$ cat config.mk
export PLATFORM = sky130hd
export DESIGN_NAME = counter_array_regs
export DESIGN_NICKNAME = d
export VERILOG_FILES = /design/src/counter_array_pkg.sv /design/src/module_compare.sv /design/src/counter_snapshot.sv /design/src/counter_array_regs.sv
export SDC_FILE = /design/constraint.sdc
export NUM_CORES = 1
export LEC_CHECK = 0
export BUFFER_PORTS_ARGS = -buffer_cell sky130_fd_sc_hd__buf_2
export CAP_MARGIN = 15
export CELL_PAD_IN_SITES_DETAIL_PLACEMENT = 1
export CELL_PAD_IN_SITES_GLOBAL_PLACEMENT = 1
export CORE_ASPECT_RATIO = 1.2
export CORE_MARGIN = 3
export CORE_UTILIZATION = 30
export DETAILED_ROUTE_END_ITERATION = 16
export GPL_TIMING_DRIVEN = 0
export MAX_ROUTING_LAYER = met4
export PLACE_DENSITY = 0.66
export REMOVE_ABC_BUFFERS = 1
export SETUP_SLACK_MARGIN = 0.15
export SKIP_CTS_REPAIR_TIMING = 1
export SYNTH_ARGS = -nofsm -noshare
export SYNTH_HDL_FRONTEND = slang
export SYNTH_SLANG_ARGS = --single-unit
$ cat constraint.sdc
create_clock -name clk -period 2.3 [get_ports clk]
set_input_delay 0.46 -clock clk [delete_from_list [all_inputs] [get_ports clk]]
set_output_delay 0.46 -clock clk [all_outputs]
set_load 0.02 [all_outputs]
$ cat src/counter_array_pkg.sv
package counter_array_pkg;
  localparam int MODULE_COUNT = 5;
  localparam logic [7:0] ADDR_COUNTER_LOW = 8'hF9;
  localparam logic [7:0] ADDR_COUNTER_HIGH = 8'hFA;
  localparam logic [7:0] ADDR_MODULE0_VALUE_LOW = 8'hFB;
  localparam logic [7:0] ADDR_MODULE0_VALUE_HIGH = 8'hFC;
  localparam logic [7:0] ADDR_MODULE1_VALUE_LOW = 8'hE9;
  localparam logic [7:0] ADDR_MODULE1_VALUE_HIGH = 8'hEA;
  localparam logic [7:0] ADDR_MODULE2_VALUE_LOW = 8'hEB;
  localparam logic [7:0] ADDR_MODULE2_VALUE_HIGH = 8'hEC;
  localparam logic [7:0] ADDR_MODULE3_VALUE_LOW = 8'hED;
  localparam logic [7:0] ADDR_MODULE3_VALUE_HIGH = 8'hEE;
  localparam logic [7:0] ADDR_MODULE4_VALUE_LOW = 8'hFD;
  localparam logic [7:0] ADDR_MODULE4_VALUE_HIGH = 8'hFE;
  localparam logic [7:0] RESET_BYTE = 8'h00;
  localparam logic [15:0] RESET_WORD = 16'h0000;
  localparam logic [15:0] COUNT_STEP = 16'h0001;
  localparam logic [7:0] UNMAPPED_READ = 8'h00;
endpackage

$ cat src/module_compare.sv
`timescale 1ns/1ps
module module_compare (
  input wire logic clk,
  input wire logic rst,
  input wire logic write_low,
  input wire logic write_high,
  input wire logic [7:0] write_data,
  input wire logic [15:0] counter,
  input wire logic match_enable,
  input wire logic flag_clear,
  output logic [15:0] module_value,
  output logic comparator_enable,
  output logic capture_compare_flag
);
  import counter_array_pkg::*;

  typedef struct packed {
    logic [15:0] value;
    logic comp_en;
    logic flag;
  } cmp_state_t;

  cmp_state_t state_reg;
  cmp_state_t state_next;
  logic hit;

  always_comb begin
    state_next = state_reg;
    hit = state_reg.comp_en && match_enable && (counter == state_reg.value);
    if (write_low) begin
      state_next.value[7:0] = write_data;
      state_next.comp_en = 1'b0;
    end else if (write_high) begin
      state_next.value[15:8] = write_data;
      state_next.comp_en = 1'b1;
    end
    // A match in the same cycle as the clear must not be lost, so set wins.
    if (flag_clear) begin
      state_next.flag = 1'b0;
    end
    if (hit) begin
      state_next.flag = 1'b1;
    end
  end

  always_ff @(posedge clk) begin
    if (rst) begin
      state_reg <= '{value: RESET_WORD, comp_en: 1'b0, flag: 1'b0};
    end else begin
      state_reg <= state_next;
    end
  end

  assign module_value = state_reg.value;
  assign comparator_enable = state_reg.comp_en;
  assign capture_compare_flag = state_reg.flag;

  low_clears_a: assert property (@(posedge clk) disable iff (rst)
    write_low |=> !comparator_enable) else $error("low write left comparator enabled");
  high_sets_a: assert property (@(posedge clk) disable iff (rst)
    write_high && !write_low |=> comparator_enable) else $error("high write did not enable comparator");
  match_flag_a: assert property (@(posedge clk) disable iff (rst)
    comparator_enable && match_enable && counter == module_value |=> capture_compare_flag)
    else $error("match did not set flag");
  no_match_a: assert property (@(posedge clk) disable iff (rst)
    !comparator_enable && !capture_compare_flag |=> !capture_compare_flag)
    else $error("flag set with comparator disabled");
  clear_flag_a: assert property (@(posedge clk) disable iff (rst)
    flag_clear && !(comparator_enable && match_enable && counter == module_value) |=> !capture_compare_flag)
    else $error("flag survived a clear without a match");
endmodule

$ cat src/counter_snapshot.sv
`timescale 1ns/1ps
module counter_snapshot (
  input wire logic clk,
  input wire logic rst,
  input wire logic run,
  input wire logic write_low,
  input wire logic write_high,
  input wire logic read_low,
  input wire logic [7:0] write_data,
  output logic [15:0] counter,
  output logic [7:0] snapshot
);
  import counter_array_pkg::*;

  typedef struct packed {
    logic [15:0] count;
    logic [7:0] snap;
  } cnt_state_t;

  cnt_state_t state_reg;
  cnt_state_t state_next;

  always_comb begin
    state_next = state_reg;
    if (run) begin
      state_next.count = state_reg.count + COUNT_STEP;
    end
    // Writes arrive already gated by the watchdog lock.
    if (write_low) begin
      state_next.count[7:0] = write_data;
    end
    if (write_high) begin
      state_next.count[15:8] = write_data;
    end
    if (read_low) begin
      state_next.snap = state_reg.count[15:8];
    end
  end

  always_ff @(posedge clk) begin
    if (rst) begin
      state_reg <= '{count: RESET_WORD, snap: RESET_BYTE};
    end else begin
      state_reg <= state_next;
    end
  end

  assign counter = state_reg.count;
  assign snapshot = state_reg.snap;

  snap_load_a: assert property (@(posedge clk) disable iff (rst)
    read_low |=> snapshot == $past(counter[15:8])) else $error("snapshot not loaded on low read");
  snap_hold_a: assert property (@(posedge clk) disable iff (rst)
    !read_low |=> snapshot == $past(snapshot)) else $error("snapshot changed without low read");
endmodule

$ cat src/counter_array_regs.sv
`timescale 1ns/1ps
// Notes on behaviour
// - Counter low at F9, high at FA.
// - High read returns snapshot latched on low read.
// - Watchdog enabled blocks counter byte writes.
// - Module value low bytes at documented addresses.
// - Module value high bytes at documented addresses.
// - Low byte write clears comparator enable.
// - High byte write sets comparator enable.
// - Registers reachable on every page.
// - Comparator enable gates compare against counter.
// - Match sets the module's capture/compare flag.
module counter_array_regs (
  input wire logic clk,
  input wire logic rst,
  input wire logic [7:0] addr,
  input wire logic [7:0] page,
  input wire logic write_en,
  input wire logic read_en,
  input wire logic [7:0] write_data,
  output logic [7:0] read_data,
  input wire logic counter_run,
  input wire logic watchdog_enable,
  input wire logic [counter_array_pkg::MODULE_COUNT-1:0] match_enable,
  input wire logic [counter_array_pkg::MODULE_COUNT-1:0] flag_clear,
  output logic [15:0] array_counter,
  output logic [counter_array_pkg::MODULE_COUNT-1:0] comparator_enable,
  output logic [counter_array_pkg::MODULE_COUNT-1:0] capture_compare_flag
);
  import counter_array_pkg::*;

  // ----------------------------------------------------------------
  // Address decode
  // ----------------------------------------------------------------
  function automatic logic [7:0] low_addr(input int idx);
    logic [7:0] a;
    a = ADDR_MODULE0_VALUE_LOW;
    if (idx == 1) begin
      a = ADDR_MODULE1_VALUE_LOW;
    end else if (idx == 2) begin
      a = ADDR_MODULE2_VALUE_LOW;
    end else if (idx == 3) begin
      a = ADDR_MODULE3_VALUE_LOW;
    end else if (idx == 4) begin
      a = ADDR_MODULE4_VALUE_LOW;
    end
    return a;
  endfunction

  function automatic logic [7:0] high_addr(input int idx);
    logic [7:0] a;
    a = ADDR_MODULE0_VALUE_HIGH;
    if (idx == 1) begin
      a = ADDR_MODULE1_VALUE_HIGH;
    end else if (idx == 2) begin
      a = ADDR_MODULE2_VALUE_HIGH;
    end else if (idx == 3) begin
      a = ADDR_MODULE3_VALUE_HIGH;
    end else if (idx == 4) begin
      a = ADDR_MODULE4_VALUE_HIGH;
    end
    return a;
  endfunction

  // The page input is deliberately ignored: these bytes sit in every page.
  logic unused_page;
  assign unused_page = ^page;

  logic counter_write_ok;
  logic cnt_wr_low;
  logic cnt_wr_high;
  logic cnt_rd_low;
  logic [7:0] snapshot;
  logic [MODULE_COUNT-1:0] mod_wr_low;
  logic [MODULE_COUNT-1:0] mod_wr_high;
  logic [15:0] module_value [MODULE_COUNT];

  assign counter_write_ok = write_en && !watchdog_enable;
  assign cnt_wr_low = counter_write_ok && (addr == ADDR_COUNTER_LOW);
  assign cnt_wr_high = counter_write_ok && (addr == ADDR_COUNTER_HIGH);
  assign cnt_rd_low = read_en && (addr == ADDR_COUNTER_LOW);

  always_comb begin
    for (int i = 0; i < MODULE_COUNT; i++) begin
      mod_wr_low[i] = write_en && (addr == low_addr(i));
      mod_wr_high[i] = write_en && (addr == high_addr(i));
    end
  end

  // ----------------------------------------------------------------
  // Counter and modules
  // ----------------------------------------------------------------
  counter_snapshot counter_unit (
    .clk(clk),
    .rst(rst),
    .run(counter_run),
    .write_low(cnt_wr_low),
    .write_high(cnt_wr_high),
    .read_low(cnt_rd_low),
    .write_data(write_data),
    .counter(array_counter),
    .snapshot(snapshot)
  );

  for (genvar g = 0; g < MODULE_COUNT; g++) begin : g_mod
    module_compare cmp_unit (
      .clk(clk),
      .rst(rst),
      .write_low(mod_wr_low[g]),
      .write_high(mod_wr_high[g]),
      .write_data(write_data),
      .counter(array_counter),
      .match_enable(match_enable[g]),
      .flag_clear(flag_clear[g]),
      .module_value(module_value[g]),
      .comparator_enable(comparator_enable[g]),
      .capture_compare_flag(capture_compare_flag[g])
    );
  end

  // ----------------------------------------------------------------
  // Read data
  // ----------------------------------------------------------------
  typedef struct packed {
    logic [7:0] rdata;
  } rd_state_t;

  rd_state_t state_reg;
  rd_state_t state_next;

  // Read data is registered, so it appears one cycle after read_en.
  always_comb begin
    state_next = state_reg;
    if (read_en) begin
      state_next.rdata = UNMAPPED_READ;
      if (addr == ADDR_COUNTER_LOW) begin
        state_next.rdata = array_counter[7:0];
      end else if (addr == ADDR_COUNTER_HIGH) begin
        state_next.rdata = snapshot;
      end
      for (int i = 0; i < MODULE_COUNT; i++) begin
        if (addr == low_addr(i)) begin
          state_next.rdata = module_value[i][7:0];
        end else if (addr == high_addr(i)) begin
          state_next.rdata = module_value[i][15:8];
        end
      end
    end
  end

  always_ff @(posedge clk) begin
    if (rst) begin
      state_reg <= '{rdata: RESET_BYTE};
    end else begin
      state_reg <= state_next;
    end
  end

  assign read_data = state_reg.rdata;

  // ----------------------------------------------------------------
  // Checks on the counter
  // ----------------------------------------------------------------
  // Byte checks hold only while the counter is stopped, since a running count moves the other byte.
  wd_lock_a: assert property (@(posedge clk) disable iff (rst)
    watchdog_enable && write_en && addr == ADDR_COUNTER_HIGH && !counter_run
    |=> array_counter == $past(array_counter)) else $error("counter written while watchdog on");
  wd_low_lock_a: assert property (@(posedge clk) disable iff (rst)
    watchdog_enable && write_en && addr == ADDR_COUNTER_LOW && !counter_run
    |=> array_counter == $past(array_counter)) else $error("counter low written while watchdog on");
  cnt_write_a: assert property (@(posedge clk) disable iff (rst)
    !watchdog_enable && write_en && addr == ADDR_COUNTER_LOW && !counter_run
    |=> array_counter[7:0] == $past(write_data)) else $error("counter low write lost");
  cnt_high_write_a: assert property (@(posedge clk) disable iff (rst)
    !watchdog_enable && write_en && addr == ADDR_COUNTER_HIGH && !counter_run
    |=> array_counter[15:8] == $past(write_data)) else $error("counter high write lost");
  cnt_hold_a: assert property (@(posedge clk) disable iff (rst)
    !counter_run && !cnt_wr_low && !cnt_wr_high |=> array_counter == $past(array_counter))
    else $error("counter moved without run or write");
  cnt_step_a: assert property (@(posedge clk) disable iff (rst)
    counter_run && !cnt_wr_low && !cnt_wr_high |=> array_counter == $past(array_counter) + COUNT_STEP)
    else $error("counter did not step by one");

  // ----------------------------------------------------------------
  // Checks on reads and decode
  // ----------------------------------------------------------------
  high_read_a: assert property (@(posedge clk) disable iff (rst)
    read_en && addr == ADDR_COUNTER_HIGH |=> read_data == $past(snapshot))
    else $error("high read did not return snapshot");
  low_read_a: assert property (@(posedge clk) disable iff (rst)
    read_en && addr == ADDR_COUNTER_LOW |=> read_data == $past(array_counter[7:0]))
    else $error("low read did not return counter byte");
  snap_keep_a: assert property (@(posedge clk) disable iff (rst)
    write_en && addr == ADDR_COUNTER_HIGH |=> snapshot == $past(snapshot))
    else $error("high write disturbed snapshot");
  read_hold_a: assert property (@(posedge clk) disable iff (rst)
    !read_en |=> read_data == $past(read_data)) else $error("read data changed without read");
  one_target_a: assert property (@(posedge clk) disable iff (rst)
    $onehot0({mod_wr_low, mod_wr_high, cnt_wr_low, cnt_wr_high})) else $error("write decoded to two registers");

  // ----------------------------------------------------------------
  // Checks on module writes
  // ----------------------------------------------------------------
  // Each address gets its own check, so a decode slip between neighbours shows in exactly one of them.
  mod0_low_a: assert property (@(posedge clk) disable iff (rst)
    write_en && addr == ADDR_MODULE0_VALUE_LOW |=> module_value[0][7:0] == $past(write_data) && !comparator_enable[0])
    else $error("module 0 low write wrong");
  low_value_a: assert property (@(posedge clk) disable iff (rst)
    write_en && addr == ADDR_MODULE1_VALUE_LOW |=> module_value[1][7:0] == $past(write_data) && !comparator_enable[1])
    else $error("module 1 low write wrong");
  mod2_low_a: assert property (@(posedge clk) disable iff (rst)
    write_en && addr == ADDR_MODULE2_VALUE_LOW |=> module_value[2][7:0] == $past(write_data) && !comparator_enable[2])
    else $error("module 2 low write wrong");
  mod3_low_a: assert property (@(posedge clk) disable iff (rst)
    write_en && addr == ADDR_MODULE3_VALUE_LOW |=> module_value[3][7:0] == $past(write_data) && !comparator_enable[3])
    else $error("module 3 low write wrong");
  mod4_low_a: assert property (@(posedge clk) disable iff (rst)
    write_en && addr == ADDR_MODULE4_VALUE_LOW |=> module_value[4][7:0] == $past(write_data) && !comparator_enable[4])
    else $error("module 4 low write wrong");
  page_free_a: assert property (@(posedge clk) disable iff (rst)
    write_en && addr == ADDR_MODULE0_VALUE_HIGH && page != RESET_BYTE
    |=> comparator_enable[0] && module_value[0][15:8] == $past(write_data))
    else $error("write depended on page");
  mod1_high_a: assert property (@(posedge clk) disable iff (rst)
    write_en && addr == ADDR_MODULE1_VALUE_HIGH |=> module_value[1][15:8] == $past(write_data) && comparator_enable[1])
    else $error("module 1 high write wrong");
  mod2_high_a: assert property (@(posedge clk) disable iff (rst)
    write_en && addr == ADDR_MODULE2_VALUE_HIGH |=> module_value[2][15:8] == $past(write_data) && comparator_enable[2])
    else $error("module 2 high write wrong");
  mod3_high_a: assert property (@(posedge clk) disable iff (rst)
    write_en && addr == ADDR_MODULE3_VALUE_HIGH |=> module_value[3][15:8] == $past(write_data) && comparator_enable[3])
    else $error("module 3 high write wrong");
  high_value_a: assert property (@(posedge clk) disable iff (rst)
    write_en && addr == ADDR_MODULE4_VALUE_HIGH |=> module_value[4][15:8] == $past(write_data) && comparator_enable[4])
    else $error("module 4 high write wrong");

  // ----------------------------------------------------------------
  // Checks on module reads
  // ----------------------------------------------------------------
  mod0_low_read_a: assert property (@(posedge clk) disable iff (rst)
    read_en && addr == ADDR_MODULE0_VALUE_LOW |=> read_data == $past(module_value[0][7:0]))
    else $error("module 0 low read wrong");
  mod1_low_read_a: assert property (@(posedge clk) disable iff (rst)
    read_en && addr == ADDR_MODULE1_VALUE_LOW |=> read_data == $past(module_value[1][7:0]))
    else $error("module 1 low read wrong");
  mod2_low_read_a: assert property (@(posedge clk) disable iff (rst)
    read_en && addr == ADDR_MODULE2_VALUE_LOW |=> read_data == $past(module_value[2][7:0]))
    else $error("module 2 low read wrong");
  mod3_low_read_a: assert property (@(posedge clk) disable iff (rst)
    read_en && addr == ADDR_MODULE3_VALUE_LOW |=> read_data == $past(module_value[3][7:0]))
    else $error("module 3 low read wrong");
  mod4_low_read_a: assert property (@(posedge clk) disable iff (rst)
    read_en && addr == ADDR_MODULE4_VALUE_LOW |=> read_data == $past(module_value[4][7:0]))
    else $error("module 4 low read wrong");
  mod0_high_read_a: assert property (@(posedge clk) disable iff (rst)
    read_en && addr == ADDR_MODULE0_VALUE_HIGH |=> read_data == $past(module_value[0][15:8]))
    else $error("module 0 high read wrong");
  mod1_high_read_a: assert property (@(posedge clk) disable iff (rst)
    read_en && addr == ADDR_MODULE1_VALUE_HIGH |=> read_data == $past(module_value[1][15:8]))
    else $error("module 1 high read wrong");
  mod2_high_read_a: assert property (@(posedge clk) disable iff (rst)
    read_en && addr == ADDR_MODULE2_VALUE_HIGH |=> read_data == $past(module_value[2][15:8]))
    else $error("module 2 high read wrong");
  mod3_high_read_a: assert property (@(posedge clk) disable iff (rst)
    read_en && addr == ADDR_MODULE3_VALUE_HIGH |=> read_data == $past(module_value[3][15:8]))
    else $error("module 3 high read wrong");
  mod4_high_read_a: assert property (@(posedge clk) disable iff (rst)
    read_en && addr == ADDR_MODULE4_VALUE_HIGH |=> read_data == $past(module_value[4][15:8]))
    else $error("module 4 high read wrong");

  // ----------------------------------------------------------------
  // Checks on module state between writes
  // ----------------------------------------------------------------
  mod0_hold_a: assert property (@(posedge clk) disable iff (rst)
    !mod_wr_low[0] && !mod_wr_high[0]
    |=> module_value[0] == $past(module_value[0]) && comparator_enable[0] == $past(comparator_enable[0]))
    else $error("module 0 changed without a write");
  mod1_hold_a: assert property (@(posedge clk) disable iff (rst)
    !mod_wr_low[1] && !mod_wr_high[1]
    |=> module_value[1] == $past(module_value[1]) && comparator_enable[1] == $past(comparator_enable[1]))
    else $error("module 1 changed without a write");
  mod2_hold_a: assert property (@(posedge clk) disable iff (rst)
    !mod_wr_low[2] && !mod_wr_high[2]
    |=> module_value[2] == $past(module_value[2]) && comparator_enable[2] == $past(comparator_enable[2]))
    else $error("module 2 changed without a write");
  mod3_hold_a: assert property (@(posedge clk) disable iff (rst)
    !mod_wr_low[3] && !mod_wr_high[3]
    |=> module_value[3] == $past(module_value[3]) && comparator_enable[3] == $past(comparator_enable[3]))
    else $error("module 3 changed without a write");
  mod4_hold_a: assert property (@(posedge clk) disable iff (rst)
    !mod_wr_low[4] && !mod_wr_high[4]
    |=> module_value[4] == $past(module_value[4]) && comparator_enable[4] == $past(comparator_enable[4]))
    else $error("module 4 changed without a write");
  mod0_flag_gate_a: assert property (@(posedge clk) disable iff (rst)
    !(match_enable[0] && comparator_enable[0]) && !capture_compare_flag[0] |=> !capture_compare_flag[0])
    else $error("module 0 flag rose without match");
  mod1_flag_gate_a: assert property (@(posedge clk) disable iff (rst)
    !(match_enable[1] && comparator_enable[1]) && !capture_compare_flag[1] |=> !capture_compare_flag[1])
    else $error("module 1 flag rose without match");
  mod2_flag_gate_a: assert property (@(posedge clk) disable iff (rst)
    !(match_enable[2] && comparator_enable[2]) && !capture_compare_flag[2] |=> !capture_compare_flag[2])
    else $error("module 2 flag rose without match");
  mod3_flag_gate_a: assert property (@(posedge clk) disable iff (rst)
    !(match_enable[3] && comparator_enable[3]) && !capture_compare_flag[3] |=> !capture_compare_flag[3])
    else $error("module 3 flag rose without match");
  mod4_flag_gate_a: assert property (@(posedge clk) disable iff (rst)
    !(match_enable[4] && comparator_enable[4]) && !capture_compare_flag[4] |=> !capture_compare_flag[4])
    else $error("module 4 flag rose without match");
endmodule

# --- Word level (Yosys, flattened, before mapping) ---
# Cells that the tools add are included.
totals:
  reg_bits: 122
  inputBits: 40
classes:
  add_sub_neg: 1
  eq_ne: 25
  muxes: 37
  bitwise_logic: 5
  n_reduce_logical: 42
ops:
  columns: ["cell", "n"]
  rows:
  - ["8-bit 2-to-1 mux", 26]
  - ["8-bit equality test (second input constant)", 12]
  - ["16-bit equality test", 5]
  - ["8-bit equality test", 8]
  - ["1-bit logical AND", 24]
  - ["16-bit by 1-bit adder with 16-bit output (second input constant)", 1]
  - ["16-bit 2-to-1 mux", 1]
  - ["2-bit nonzero test", 7]
  - ["1-bit 2-to-1 mux", 10]
  - ["2-bit AND reduction", 5]
  - ["2-bit OR reduction", 5]
  - ["1-bit NOT", 5]
  - ["1-bit logical NOT", 1]

# --- Longest topological paths before layout ---
depth:
  ltp_word: 13
  mapped_depth: 9

# --- Cells and area by module ---
# Synthesis repeated with hierarchy kept, for this count alone.
hier_totals:
  cells_unflattened: 802
  area_unflattened_um2: 6949.2
modules_own_cells:
  columns: ["mod", "instances", "cells_each", "area_per_inst_um2", "seq_area_each_um2"]
  rows:
  - ["module_compare", 5, 83, 814.5, 360.3]
  - ["counter_array_regs", 1, 256, 1721.7, 160.2]
  - ["counter_snapshot", 1, 131, 1154.9, 480.5]

# --- Least setup slack after synthesis ---
# Ideal clock, no wire load.
synth_path:
  path_type: "input port to flip-flop"
  from: "in addr[1]"
  to: "reg state_reg (netlist bit read_data[7])"
  t_arrival_ns: 1.713
  setup_slack_ns: 0.456
  stages: 8
  path_buffers: 2
  cell_sequence: "buf_6 buf_4 or2_2 a22o_1 a222oi_1 o22ai_1 a21oi_1 o22ai_1"
synth_between:
  elab_chain_len: 13
  word_cells_on_any_way: 24
  classes_between: "12 x eq/ne; 12 x mux"
synth_rtl:
  columns: ["element", "line", "text"]
  rows:
  - ["start, declared", "counter_array_regs.sv:16", "input wire logic [7:0] addr,"]
  - ["8-bit equality test", "counter_array_regs.sv:138", "end else if (addr == ADDR_COUNTER_HIGH) begin"]
  - ["8-bit 2-to-1 mux", "counter_array_regs.sv:138", null]
  - ["8-bit 2-to-1 mux", "counter_array_regs.sv:136", "if (addr == ADDR_COUNTER_LOW) begin"]
  - ["8-bit 2-to-1 mux", "counter_array_regs.sv:144", "end else if (addr == high_addr(i)) begin"]
  - ["8-bit 2-to-1 mux", "counter_array_regs.sv:142", "if (addr == low_addr(i)) begin"]
  - ["8-bit 2-to-1 mux", "counter_array_regs.sv:144", null]
  - ["8-bit 2-to-1 mux", "counter_array_regs.sv:142", null]
  - ["8-bit 2-to-1 mux", "counter_array_regs.sv:144", null]
  - ["8-bit 2-to-1 mux", "counter_array_regs.sv:142", null]
  - ["8-bit 2-to-1 mux", "counter_array_regs.sv:144", null]
  - ["8-bit 2-to-1 mux", "counter_array_regs.sv:142", null]
  - ["8-bit 2-to-1 mux", "counter_array_regs.sv:144", null]
  - ["8-bit 2-to-1 mux *", "counter_array_regs.sv:142", null]
  - ["end signal, assigned", "counter_array_regs.sv:153", "state_reg <= '{rdata: RESET_BYTE};"]
  - ["end signal, assigned", "counter_array_regs.sv:155", "state_reg <= state_next;"]
  - ["end, declared", "counter_array_regs.sv:128", "rd_state_t state_reg;"]
# Mark *: on every way between the ends. The rest lies on a longest branch, timed or not.
# A chain may end at the register's enable or synchronous reset.

# --- Final worst setup path ---
layout_path:
  from: "reg counter_unit.state_reg (netlist bit counter_unit.counter[9])"
  to: "out array_counter[9]"
layout_lines:
  columns: ["element", "line", "text"]
  rows:
  - ["start, declared", "counter_snapshot.sv:20", "cnt_state_t state_reg;"]
  - ["start signal, assigned", "counter_snapshot.sv:42", "state_reg <= '{count: RESET_WORD, snap: RESET_BYTE};"]
  - ["start signal, assigned", "counter_snapshot.sv:44", "state_reg <= state_next;"]
  - ["end, declared", "counter_array_regs.sv:26", "output logic [15:0] array_counter,"]
# No word-level cell between the ends.

==> metrics.cfg <==
[place]
place_congestion = 0.941
port_buffers = 65
placed_area_sq_mm = 0.00713
dp_hpwl_microns = 18000

[grt]
antenna_found_initial = 0
overflow = 0
grt_max_degree = 81
grt_pass1_wl_microns = 41100
grt_usage = 0.231
grt_pass1_vias = 6480

[drt]
viasPerCell = 5.68
wire_per_inst_microns = 23.6
vias = 6564
wl_microns = 27300
drc = 0
drt-initial-drc-count = 394
antenna_left = 0
dr.pass1.iters = 5

[min_path]
min_path_type = primary input to flip-flop

[critical_path]
critPathTopFamily = flip-flops
cp-start-kind = flip-flop
max_stage_delay_ns = 0.89
path_buf_inv = 1
cp-end-kind = output pin
cp.required_ns = 1.84
slowest_stage = dfxtp_1
crit_arrival_ns = 1.62
path_class = flip-flop to output pin
cp_max_fo = 11
path_cells = buf_2

[cts]
clock_path_buffers = 2
cts_buffers = 17
ctsRootBufferMaster = clkbuf_16
htreeDepth = 4
clk_latency_ns = 0.43
path_clk_slew_ns = 0.06
cts_sinks = 122
cts_tree = done

[logic_synthesis]
ys_seq_elements = 122
synth_xor_area_frac = 0.122
synth_cell_types = 56
synth_fa_ha_area_frac = 0.00183
synth-main-ff-cell = dfxtp_1
muxShareOfSynthArea = 0.0395
synth_largest_area_cell = dfxtp_1
syn_avg_cell_area_sq_um = 7.93
synth_edf_count = 0
async_flop_share = 0
yosysMostFrequentCell = dfxtp_1
synth_simple_gate_area_frac = 0.232
synth_top_family_by_area = simple AND/OR/NAND/NOR gates
synthCells = 862
ys_seq_area_frac = 0.357
synth_commonest_cells = dfxtp_1, nand2_1, a21oi_1
synth.yosys.warnings = 0
synth_area_sq_mm = 0.00684
netlist_top_cells_area = dfxtp_1, xnor2_1, a21oi_1
yosysTopAreaCellShare = 0.357
synth_compound_area_frac = 0.184

[timing]
grt_setup_unrepaired = no
max_freq_mhz = 480
clock_skew_ns = 0.00611
timing.final.crit_share = 0.905
hold_viol_final = 0
maxSlewViolCount = 0
relSlewSlack = 0.417
period_minus_slack_ns = 2.08
worst_slew_pin_slew_ns = 0.873
setup_viol = 0

[die]
io_pins = 74
core-area_sq_mm = 0.0221
start_util = 0.310
die_y_microns = 171
rows = 59
dieArea_sq_mm = 0.0246
die_w_microns = 144

[cells_and_area]
finalCoreUtilization = 0.356
nets = 911
drive_above_1_share = 0.149
n_antenna_cell = 0
area_growth_pct = 14.9
final_area_sq_mm = 0.00786

[outcome]
status = completed

[power]
p_per_area_mw_per_mm2 = 668
power_leakage_nw = 2.67
peakVddDrop_uv = 496

[run]
drv_cap = 0

[final cells by class]
cell class	instances	area (sq um)
timing repair buffer	74	449
clock inverter	8	92.6
multi-input combinational	654	4020
fill	2623	14200
sequential	122	2460
tap	274	343
clock buffer	23	488
inverter	1	3.75
[sequential cells by signal, indices dropped and copies added, names as in the netlist]
name                                 flops
g_mod.cmp_unit.module_value             80
read_data                                8
g_mod.cmp_unit.comparator_enable         5
counter_unit.snapshot                    8
counter_unit.counter                    16
g_mod.cmp_unit.capture_compare_flag      5
[path summary, 6_finish.rpt]
check	startpoint	to	slack, ns	cells past startpoint
worst max-delay path	counter_unit.counter[9]$_SDFFE_PP0P_	array_counter[9]	0.22	1
worst min-delay path	flag_clear[1]	g_mod[1].cmp_unit.capture_compare_flag$_SDFFE_PP0P_	0.29	3
worst max register to register	counter_unit.counter[3]$_SDFFE_PP0P_	counter_unit.counter[10]$_SDFFE_PP0P_	0.22	6
worst min register to register	g_mod[2].cmp_unit.capture_compare_flag$_SDFFE_PP0P_	g_mod[2].cmp_unit.capture_compare_flag$_SDFFE_PP0P_	0.47	2
[cells in the final DEF, fill, tap and decap left out, types with 8 or more instances in the layout]
cell,Yosys,routed
a21oi_1,94,94
nor2b_1,9,8
xor2_1,10,10
a211oi_1,20,20
o2bb2ai_1,11,11
clkbuf_16,0,17
nand2_1,104,104
mux2i_1,27,27
nand4_1,24,24
nand3_1,71,70
buf_2,30,62
xnor2_1,85,85
o21ai_0,22,22
dfxtp_1,122,113
a22oi_1,11,11
nand2b_1,12,9
nor2_1,75,71
[logic make-up (layout without fill, tap and decap cells)]
| kind of cell | Yosys count | in the layout |
|---|---|---|
| buffers and inverters | 86 | 106 |
| xor gates and xnor gates | 95 | 95 |
| DFF | 122 | 122 |
| and+or+nand+nor | 330 | 330 |
| AOI/OAI and AO/OA | 201 | 201 |
| muxes | 27 | 27 |
| adders and majority gates | 1 | 1 |
[report_power, final]
part           total [mW]  switching, mW  internal, mW  leakage (nW)
clock                2.71           1.01          1.69         0.289
combinational       0.381          0.268         0.113          1.40
sequential           2.16         0.0322          2.13         0.988
[per-layer routing]
| metal | vias to the layer above | routed length (microns) | global-route usage |
|---|---|---|---|
| met5 | - | 0 | - |
| li1 | 3042 | - | - |
| met4 | 0 | 910 | 0.0831 |
| met2 | 161 | 13700 | 0.392 |
| met1 | 3305 | 11800 | 0.279 |
| met3 | 56 | 821 | 0.0323 |
[stage by stage]
stage               worst slack [ns]  std cells  TNS, ns  power (mW)  hold WS (ns)
floorplan                     -0.236        777    -7.88        2.34         0.448
global placement               -1.68       1116  -118.20        2.56         0.455
detailed placement            -0.780       1119   -49.66        2.57         0.465
CTS                           -0.350       1150    -9.59        5.25         0.277
global route                   0.164       1156        0        5.40         0.294
finish                         0.218       1156        0        5.24         0.289
(Power assumes the default switching activity.)
